==> config.mk <==
export PLATFORM = sky130hd
export DESIGN_NAME = pie_flag_bank
export DESIGN_NICKNAME = d
export VERILOG_FILES = /design/src/rtl/pie_flag_bank.v
export VERILOG_INCLUDE_DIRS = /design/src /design/src/rtl
export SDC_FILE = /design/constraint.sdc
export NUM_CORES = 1
export LEC_CHECK = 0
export ABC_AREA = 1
export ABC_CLOCK_PERIOD_IN_PS = 2100
export BUFFER_PORTS_ARGS = -buffer_cell sky130_fd_sc_hd__buf_2
export CAP_MARGIN = 20
export CELL_PAD_IN_SITES_DETAIL_PLACEMENT = 0
export CELL_PAD_IN_SITES_GLOBAL_PLACEMENT = 1
export CORE_MARGIN = 1.5
export CORE_UTILIZATION = 36
export CTS_BUF_LIST = sky130_fd_sc_hd__clkbuf_8
export DETAILED_ROUTE_END_ITERATION = 6
export PLACE_DENSITY = 0.93
export SYNTH_ARGS = -nofsm -noshare
export SYNTH_HDL_FRONTEND = slang
export SYNTH_SLANG_ARGS = --single-unit
==> constraint.sdc <==
create_clock -name ref_clk -period 2.1 [get_ports ref_clk]
set_input_delay 0.105 -clock ref_clk [delete_from_list [all_inputs] [get_ports ref_clk]]
set_output_delay 0.105 -clock ref_clk [all_outputs]
set_load 0.03 [all_outputs]
==> src/rtl/pie_defs.vh <==
// Purpose: Constants for the peripheral interrupt flag and enable bank.
// Assumes: AXI4-Lite register access with 32-bit data, one word per register.
// Notes: Offsets are byte addresses.
`ifndef PIE_DEFS_VH
`define PIE_DEFS_VH

`define PIE_ADDR_W 4
`define PIE_OFS_FLAGS1 4'h0
`define PIE_OFS_FLAGS2 4'h4
`define PIE_OFS_EN1 4'h8
`define PIE_OFS_EN2 4'hC
`define PIE_REG_RST 8'h00
`define PIE_RESP_OKAY 2'b00
`define PIE_RESP_DECERR 2'b11

`define PIE_B_PARPORT 7
`define PIE_B_CONV 6
`define PIE_B_RXFULL 5
`define PIE_B_TXEMPTY 4
`define PIE_B_SYNCSER 3
`define PIE_B_CAPCOMP1 2
`define PIE_B_PERIOD 1
`define PIE_B_TMR1OVF 0

`define PIE_B_OSCFAIL 7
`define PIE_B_COMPCHG 6
`define PIE_B_USB 5
`define PIE_B_NVDONE 4
`define PIE_B_BUSCOLL 3
`define PIE_B_VOLTDET 2
`define PIE_B_TMR3OVF 1
`define PIE_B_CAPCOMP2 0

`define PIE_CCP_MODE_CAPTURE 2'b00
`define PIE_CCP_MODE_COMPARE 2'b01
`define PIE_CCP_MODE_PWM 2'b10

`endif

==> src/rtl/pie_flag_bank.v <==
// Purpose: Two 8-bit peripheral request flag registers with matching enables,
//          reached over AXI4-Lite, combined into one peripheral request output.
// Assumes: Event inputs are one-cycle pulses from logic on ref_clk; buffer
//          status levels come from the serial port on ref_clk.
// Notes: Flags except first-bank bits 5 and 4 are sticky; software clears by writing 0; a set wins over a clear.
//
// What this block does
// RQ1 - Parallel-port transfer done sets bit 7, sticky.
// RQ2 - Conversion done sets bit 6, sticky.
// RQ3 - Bit 5 mirrors receive buffer full, read-only.
// RQ4 - Bit 4 mirrors transmit buffer empty, read-only.
// RQ5 - Sync serial transfer done sets bit 3, sticky.
// RQ6 - Capture/compare one sets bit 2, not PWM.
// RQ7 - Timer two period match sets bit 1.
// RQ8 - Timer one overflow sets bit 0.
// RQ9 - Software keeps bit 7 clear on small packages.
// RQ10 - Oscillator fail sets second bit 7, sticky.
// RQ11 - Comparator output change sets second bit 6.
// RQ12 - USB combined request sets second bit 5.
// RQ13 - Nonvolatile write done sets second bit 4.
// RQ14 - Bus collision sets second bit 3, sticky.
// RQ15 - Voltage detect sets second bit 2, sticky.
// RQ16 - Timer three overflow sets second bit 1.
// RQ17 - Capture/compare two sets bit 0, not PWM.
// RQ18 - Enable bit gates same-position request flag.
// RQ19 - Without priorities, peripheral gate must be set.
// RQ20 - Flags set regardless of any enable.
// RQ21 - With priorities, gate enables low-priority peripherals.
// RQ22 - Per-source priority applies only with priorities on.
// RQ23 - Flag AND enable, ORed into one request.

`include "pie_defs.vh"

module pie_flag_bank #(
    parameter ADDR_W = `PIE_ADDR_W
) (
    input wire ref_clk, // System clock.
    input wire sys_rst, // Asynchronous reset, active high.
    input wire [ADDR_W-1:0] s_axi_awaddr, // Write address.
    input wire s_axi_awvalid, // Write address valid.
    output reg s_axi_awready, // Write address ready.
    input wire [31:0] s_axi_wdata, // Write data.
    input wire [3:0] s_axi_wstrb, // Write byte strobes.
    input wire s_axi_wvalid, // Write data valid.
    output reg s_axi_wready, // Write data ready.
    output reg [1:0] s_axi_bresp, // Write response.
    output reg s_axi_bvalid, // Write response valid.
    input wire s_axi_bready, // Write response ready.
    input wire [ADDR_W-1:0] s_axi_araddr, // Read address.
    input wire s_axi_arvalid, // Read address valid.
    output reg s_axi_arready, // Read address ready.
    output reg [31:0] s_axi_rdata, // Read data.
    output reg [1:0] s_axi_rresp, // Read response.
    output reg s_axi_rvalid, // Read data valid.
    input wire s_axi_rready, // Read data ready.
    input wire parPortXferDone, // Parallel port transfer complete pulse.
    input wire convDone, // Conversion finished pulse.
    input wire rxBufFull, // Serial receive buffer holds data.
    input wire txBufEmpty, // Serial transmit buffer is empty.
    input wire syncSerialDone, // Sync serial transfer complete pulse.
    input wire [1:0] ccpOneMode, // Capture/compare one mode.
    input wire ccpOneCapture, // Capture/compare one capture pulse.
    input wire ccpOneMatch, // Capture/compare one compare match pulse.
    input wire timerTwoPeriodMatch, // Timer two equals its period pulse.
    input wire timerOneOverflow, // Timer one overflow pulse.
    input wire oscFail, // Oscillator fail, switched to internal oscillator.
    input wire [1:0] compOut, // Comparator outputs.
    input wire usbIrq, // USB combined interrupt pulse.
    input wire nvWriteDone, // Nonvolatile write complete pulse.
    input wire busCollision, // Sync serial bus collision pulse.
    input wire voltDetect, // Voltage detector event pulse.
    input wire timerThreeOverflow, // Timer three overflow pulse.
    input wire [1:0] ccpTwoMode, // Capture/compare two mode.
    input wire ccpTwoCapture, // Capture/compare two capture pulse.
    input wire ccpTwoMatch, // Capture/compare two compare match pulse.
    input wire priorityLevelsOn, // Priority levels enabled.
    input wire peripheralIrqGate, // Peripheral gate or low-priority gate.
    input wire [7:0] priority1, // Per-source priority, first bank, 1 high.
    input wire [7:0] priority2, // Per-source priority, second bank, 1 high.
    output reg periphIrq_q, // Any enabled request, gated per mode.
    output reg periphIrqHigh_q, // High-priority peripheral request.
    output reg periphIrqLow_q // Low-priority peripheral request; every gated request when priority levels are off.
);

    reg [7:0] flags1_q;
    reg [7:0] flags2_q;
    reg [7:0] en1_q;
    reg [7:0] en2_q;
    reg [1:0] compOut_q;
    reg oscFail_q;
    reg [ADDR_W-1:0] wAddr_q;
    reg wAddrHave_q;
    reg [31:0] wData_q;
    reg [3:0] wStrb_q;
    reg wDataHave_q;

    wire awTake = s_axi_awvalid && s_axi_awready;
    wire wTake = s_axi_wvalid && s_axi_wready;
    wire wGo = wAddrHave_q && wDataHave_q && !s_axi_bvalid;
    wire wLane0 = wGo && wStrb_q[0];
    wire wrFlags1 = wLane0 && (wAddr_q == `PIE_OFS_FLAGS1);
    wire wrFlags2 = wLane0 && (wAddr_q == `PIE_OFS_FLAGS2);
    wire wrEn1 = wLane0 && (wAddr_q == `PIE_OFS_EN1);
    wire wrEn2 = wLane0 && (wAddr_q == `PIE_OFS_EN2);
    wire wMapped = (wAddr_q == `PIE_OFS_FLAGS1) || (wAddr_q == `PIE_OFS_FLAGS2) ||
        (wAddr_q == `PIE_OFS_EN1) || (wAddr_q == `PIE_OFS_EN2);

    // Event sets for each bank; PWM mode raises no capture/compare event.
    reg [7:0] set1;
    reg [7:0] set2;
    always @* begin
        set1 = 8'h00;
        set2 = 8'h00;
        set1[`PIE_B_PARPORT] = parPortXferDone; // [RQ1]
        set1[`PIE_B_CONV] = convDone; // [RQ2]
        set1[`PIE_B_SYNCSER] = syncSerialDone; // [RQ5]
        set1[`PIE_B_CAPCOMP1] = ((ccpOneMode == `PIE_CCP_MODE_CAPTURE) && ccpOneCapture) ||
            ((ccpOneMode == `PIE_CCP_MODE_COMPARE) && ccpOneMatch); // [RQ6]
        set1[`PIE_B_PERIOD] = timerTwoPeriodMatch; // [RQ7]
        set1[`PIE_B_TMR1OVF] = timerOneOverflow; // [RQ8]
        set2[`PIE_B_OSCFAIL] = oscFail && !oscFail_q; // [RQ10]
        set2[`PIE_B_COMPCHG] = (compOut != compOut_q); // [RQ11]
        set2[`PIE_B_USB] = usbIrq; // [RQ12]
        set2[`PIE_B_NVDONE] = nvWriteDone; // [RQ13]
        set2[`PIE_B_BUSCOLL] = busCollision; // [RQ14]
        set2[`PIE_B_VOLTDET] = voltDetect; // [RQ15]
        set2[`PIE_B_TMR3OVF] = timerThreeOverflow; // [RQ16]
        set2[`PIE_B_CAPCOMP2] = ((ccpTwoMode == `PIE_CCP_MODE_CAPTURE) && ccpTwoCapture) ||
            ((ccpTwoMode == `PIE_CCP_MODE_COMPARE) && ccpTwoMatch); // [RQ17]
    end

    // Sticky flags: a write keeps or clears a bit, a same-cycle event wins.
    reg [7:0] flags1_d;
    reg [7:0] flags2_d;
    always @* begin
        flags1_d = (wrFlags1 ? (flags1_q & wData_q[7:0]) : flags1_q) | set1; // [RQ20]
        flags1_d[`PIE_B_RXFULL] = rxBufFull; // [RQ3]
        flags1_d[`PIE_B_TXEMPTY] = txBufEmpty; // [RQ4]
        flags2_d = (wrFlags2 ? (flags2_q & wData_q[7:0]) : flags2_q) | set2; // [RQ20]
    end

    // Requests per source and their priority split.
    wire [7:0] req1 = flags1_q & en1_q; // [RQ18]
    wire [7:0] req2 = flags2_q & en2_q; // [RQ18]
    wire anyReq = |{req1, req2}; // [RQ23]
    wire anyHigh = |{req1 & priority1, req2 & priority2}; // [RQ22]
    wire anyLow = |{req1 & ~priority1, req2 & ~priority2}; // [RQ22]

    always @(posedge ref_clk or posedge sys_rst) begin
        if (sys_rst) begin
            flags1_q <= `PIE_REG_RST;
            flags2_q <= `PIE_REG_RST;
            en1_q <= `PIE_REG_RST;
            en2_q <= `PIE_REG_RST;
            compOut_q <= 2'b00;
            oscFail_q <= 1'b0;
            periphIrq_q <= 1'b0;
            periphIrqHigh_q <= 1'b0;
            periphIrqLow_q <= 1'b0;
        end else begin
            flags1_q <= flags1_d;
            flags2_q <= flags2_d;
            compOut_q <= compOut;
            oscFail_q <= oscFail;
            if (wrEn1) begin
                en1_q <= wData_q[7:0]; // [RQ18]
            end
            if (wrEn2) begin
                en2_q <= wData_q[7:0]; // [RQ18]
            end
            if (priorityLevelsOn) begin
                periphIrq_q <= anyHigh || (anyLow && peripheralIrqGate); // [RQ21]
                periphIrqHigh_q <= anyHigh; // [RQ22]
                periphIrqLow_q <= anyLow && peripheralIrqGate; // [RQ21]
            end else begin
                periphIrq_q <= anyReq && peripheralIrqGate; // [RQ19]
                periphIrqHigh_q <= 1'b0;
                periphIrqLow_q <= anyReq && peripheralIrqGate; // [RQ19]
            end
        end
    end

    // Write channel: address and data taken in either order, then a response.
    always @(posedge ref_clk or posedge sys_rst) begin
        if (sys_rst) begin
            s_axi_awready <= 1'b0;
            s_axi_wready <= 1'b0;
            s_axi_bvalid <= 1'b0;
            s_axi_bresp <= `PIE_RESP_OKAY;
            wAddr_q <= {ADDR_W{1'b0}};
            wAddrHave_q <= 1'b0;
            wData_q <= 32'h00000000;
            wStrb_q <= 4'h0;
            wDataHave_q <= 1'b0;
        end else begin
            s_axi_awready <= !wAddrHave_q && !awTake && !s_axi_bvalid;
            s_axi_wready <= !wDataHave_q && !wTake && !s_axi_bvalid;
            if (awTake) begin
                wAddr_q <= s_axi_awaddr;
                wAddrHave_q <= 1'b1;
            end
            if (wTake) begin
                wData_q <= s_axi_wdata;
                wStrb_q <= s_axi_wstrb;
                wDataHave_q <= 1'b1;
            end
            if (wGo) begin
                wAddrHave_q <= 1'b0;
                wDataHave_q <= 1'b0;
                s_axi_bvalid <= 1'b1;
                s_axi_bresp <= wMapped ? `PIE_RESP_OKAY : `PIE_RESP_DECERR;
            end else if (s_axi_bvalid && s_axi_bready) begin
                s_axi_bvalid <= 1'b0;
            end
        end
    end

    // Read channel.
    reg [31:0] rdMux;
    reg rdMapped;
    always @* begin
        rdMux = 32'h00000000;
        rdMapped = 1'b1;
        case (s_axi_araddr)
            `PIE_OFS_FLAGS1: rdMux[7:0] = flags1_q;
            `PIE_OFS_FLAGS2: rdMux[7:0] = flags2_q;
            `PIE_OFS_EN1: rdMux[7:0] = en1_q;
            `PIE_OFS_EN2: rdMux[7:0] = en2_q;
            default: rdMapped = 1'b0;
        endcase
    end

    always @(posedge ref_clk or posedge sys_rst) begin
        if (sys_rst) begin
            s_axi_arready <= 1'b0;
            s_axi_rvalid <= 1'b0;
            s_axi_rdata <= 32'h00000000;
            s_axi_rresp <= `PIE_RESP_OKAY;
        end else begin
            s_axi_arready <= !s_axi_rvalid && !(s_axi_arvalid && s_axi_arready);
            if (s_axi_arvalid && s_axi_arready) begin
                s_axi_rvalid <= 1'b1;
                s_axi_rdata <= rdMux;
                s_axi_rresp <= rdMapped ? `PIE_RESP_OKAY : `PIE_RESP_DECERR;
            end else if (s_axi_rvalid && s_axi_rready) begin
                s_axi_rvalid <= 1'b0;
            end
        end
    end

endmodule // pie_flag_bank

==> impl_metrics.ini <==
[sta]
whs_ps = 22.8
final_max_slew_viol_count = 0
slew_headroom_pct = 61.7
clock.fmax_mhz = 679
skew_ps = 5.36
hold_viol_final = 0
setup_tns_ps = 0
post-route-min-period_ps = 1470
post-route-period-util_pct = 70.1
worst_slew_pin_slew_ps = 571
setup_viol = 0
rsz0062_at_grt = no

[logic_synthesis]
syn_avg_cell_area_um2 = 8.11
synth_edf_count = 0
synth_cells = 436
ys_seq_area_share_pct = 48.1
synth_area_um2 = 3530
yosys.area.top_type = dfrtp_1
synth_top_cell_area_share_pct = 48.1
synth_most_common_cell = nand2_1
synth_cell_type_count = 27
ys_ff_latch = 68
synthArstFlopShare_pct = 100
synthFlopType = dfrtp_1
yosys_warnings = 0
synthTopCellsByCount = nand2_1, dfrtp_1, inv_1
synth.area.top_cells = dfrtp_1, nand2_1, buf_4

[routing]
met1_length_mm = 3.73
drt_first_iter_violations = 147
highest-signal-layer = met4
routed-wl-met2_mm = 3.83
routed-wl-met3_um = 607
viasPerCell = 4.43
routed-via-count = 3063
wl_per_cell_um = 12.0
firstDrtPassIters = 4
drtAntennaViolNets = 0
drcViolationCount = 0
wl_mm = 8.27

[setup_path]
startpoint_type = flop
crit_required_ps = 2330
end_kind = flop
critical_path_arrival_ps = 1700
r2r_start = s_axi_bvalid
setup.worst_path.end = en2_q[1]
r2r_slack_ps = 630
critPathLaunch = s_axi_bvalid
r2r_cells = 6
rr_endpoint = en2_q[1]
cp_max_fo = 16
critical_path_class = reg -> reg

[global_route]
grt_pass1_wl_mm = 13.4
grt_pass1_vias = 2922
antenna_found_initial = 0
grt_start_max_net_pins = 60
grt_usage_pct = 16.9
overflow = 0

[power]
power_frac_seq_pct = 43.4
power_leakage_nw = 2.41
ir_drop_mv = 0.833
intPower_mw = 2.71
p_switching_mw = 1.95
pwr-share-clk_pct = 19.8
pwr-share-comb_pct = 36.9
p_per_area_nw_per_um2 = 1040
p_sw_share_pct = 41.9

[place]
gp_congestion = 0.843
dp_hpwl_mm = 6.20
placed_area_um2 = 4000
port_buffers = 84

[clock_tree]
cts_made_buffers = 9
clk_path_buf_depth = 2
post_cts_buffers = 0
cts_max_level = 3
clk_pin_slew_ps = 70
cts_tree = done
post_cts_resized = 0
cts_sinks = 68
cts_root_buffer = clkbuf_8
clkLatencyLatePin_ps = 340

[floorplanning]
die-area_um2 = 10400
die_y_um = 102
die_w_um = 102
core_um2 = 9370
num_rows = 35
start_util_pct = 37.7
io_pins = 136

[layout]
nFillCells = 986
final_nets = 650
final_area_um2 = 4500
drive_above_1_share_pct = 25.6
antenna_cells = 0
syn2layout_area_growth_pct = 27.3

[hold_path]
holdCritStartpoint = ccpTwoMode[1]
holdCritPathClass = in -> reg

[run]
maxCapViolCount = 0

[run_status]
status = finished, final reports clean
[state kept, by name, indices dropped and copies added (netlist names), 2 cells and up]
| signal | cells |
|---|---|
| en1_q | 8 |
| en2_q | 8 |
| flags1_q | 8 |
| flags2_q | 8 |
| s_axi_rdata | 8 |
| wData_q | 8 |
| wAddr_q | 4 |
| compOut_q | 2 |
[layer usage]
| layer | GRT usage (%) | vias to the layer above |
|---|---|---|
| met5 | 0 | - |
| met4 | 5.37 | 0 |
| met3 | 4.72 | 11 |
| met2 | 27.9 | 111 |
| met1 | 21.6 | 1386 |
| li1 | - | 1555 |
[cell families (layout without fill, tap and decap cells)]
family | Yosys count | count (layout) | share of synthesized area [%]
compound gates | 63 | 63 | 10.7
xor+xnor | 2 | 2 | 0.496
buf+inv | 83 | 187 | 12.0
flops | 68 | 68 | 48.1
other cells | 1 | 24 | 0.106
simple gates | 219 | 219 | 28.6
[critical path: stages (launching register included)]
cell and delay (ps):
dfrtp_1 430, inv_2 90, nand3_4 120, nor2_8 170, nand4_4 290, nand2_1 190, o21ai_2 70
[area by class of cell]
cell class | count | area (um^2) | area share, %
Inverter | 52 | 195 | 4.34
Tap cell | 129 | 161 | 3.59
Sequential cell | 68 | 1700 | 37.8
Multi-Input combinational cell | 308 | 1490 | 33.2
Timing Repair Buffer | 119 | 778 | 17.3
Clock inverter | 6 | 32.5 | 0.723
Clock buffer | 10 | 138 | 3.06
[power by group through the flow]
stage / registers [mW] / logic (mW) / clock network [mW]
after floorplan: 2.20 / 1.10 / 0
after global placement: 2.02 / 1.66 / 0
after detailed placement: 2.04 / 1.69 / 0
after CTS: 2.02 / 1.74 / 0.961
after global routing: 2.07 / 1.94 / 1.02
final: 2.02 / 1.72 / 0.921
[how the worst min path moves through the flow]
stage | end | slack [ps] | cells past startpoint
2_1_floorplan | compOut_q[0] | 140 | 0
3_3_place_gp | compOut_q[1] | 30 | 2
3_5_place_dp | compOut_q[1] | 30 | 2
4_1_cts | s_axi_rresp[0] | 5 | 3
5_1_grt | flags1_q[2] | 30 | 3
6_report | flags2_q[0] | 20 | 4
[metrics by stage]
stage / std cells / utilization, % / total power, mW / worst slack, ps
floorplan: 459 / - / 3.30 / 283
global placement: 643 / 42.7 / 3.68 / 687
detailed placement: 643 / 42.7 / 3.72 / 630
CTS: 692 / 48.0 / 4.71 / 605
global route: 692 / 48.0 / 5.03 / 482
finish: 692 / 48.0 / 4.66 / 628
[what timing repair did]
action / 4_1_cts / 5_1_grt
hold endpoints to repair: 93 / 0
hold buffers: 33 / 0
endpoints found under the setup margin: 0 / 0
[placed cells by master (no fill, tap or decap), types with 10 or more instances in the layout]
| cell | synthesis | routed |
|---|---|---|
| buf_2 | 1 | 84 |
| clkbuf_8 | 0 | 10 |
| conb_1 | 1 | 24 |
| dfrtp_1 | 68 | 68 |
| dlygate4sd3_1 | 0 | 33 |
| inv_1 | 40 | 41 |
| inv_2 | 12 | 13 |
| nand2_1 | 155 | 155 |
| nand3_1 | 17 | 17 |
| nor2_1 | 24 | 24 |
| o21ai_0 | 18 | 18 |
| o21ai_1 | 26 | 26 |
| o21ai_2 | 16 | 16 |
(Power assumes the default switching activity.)
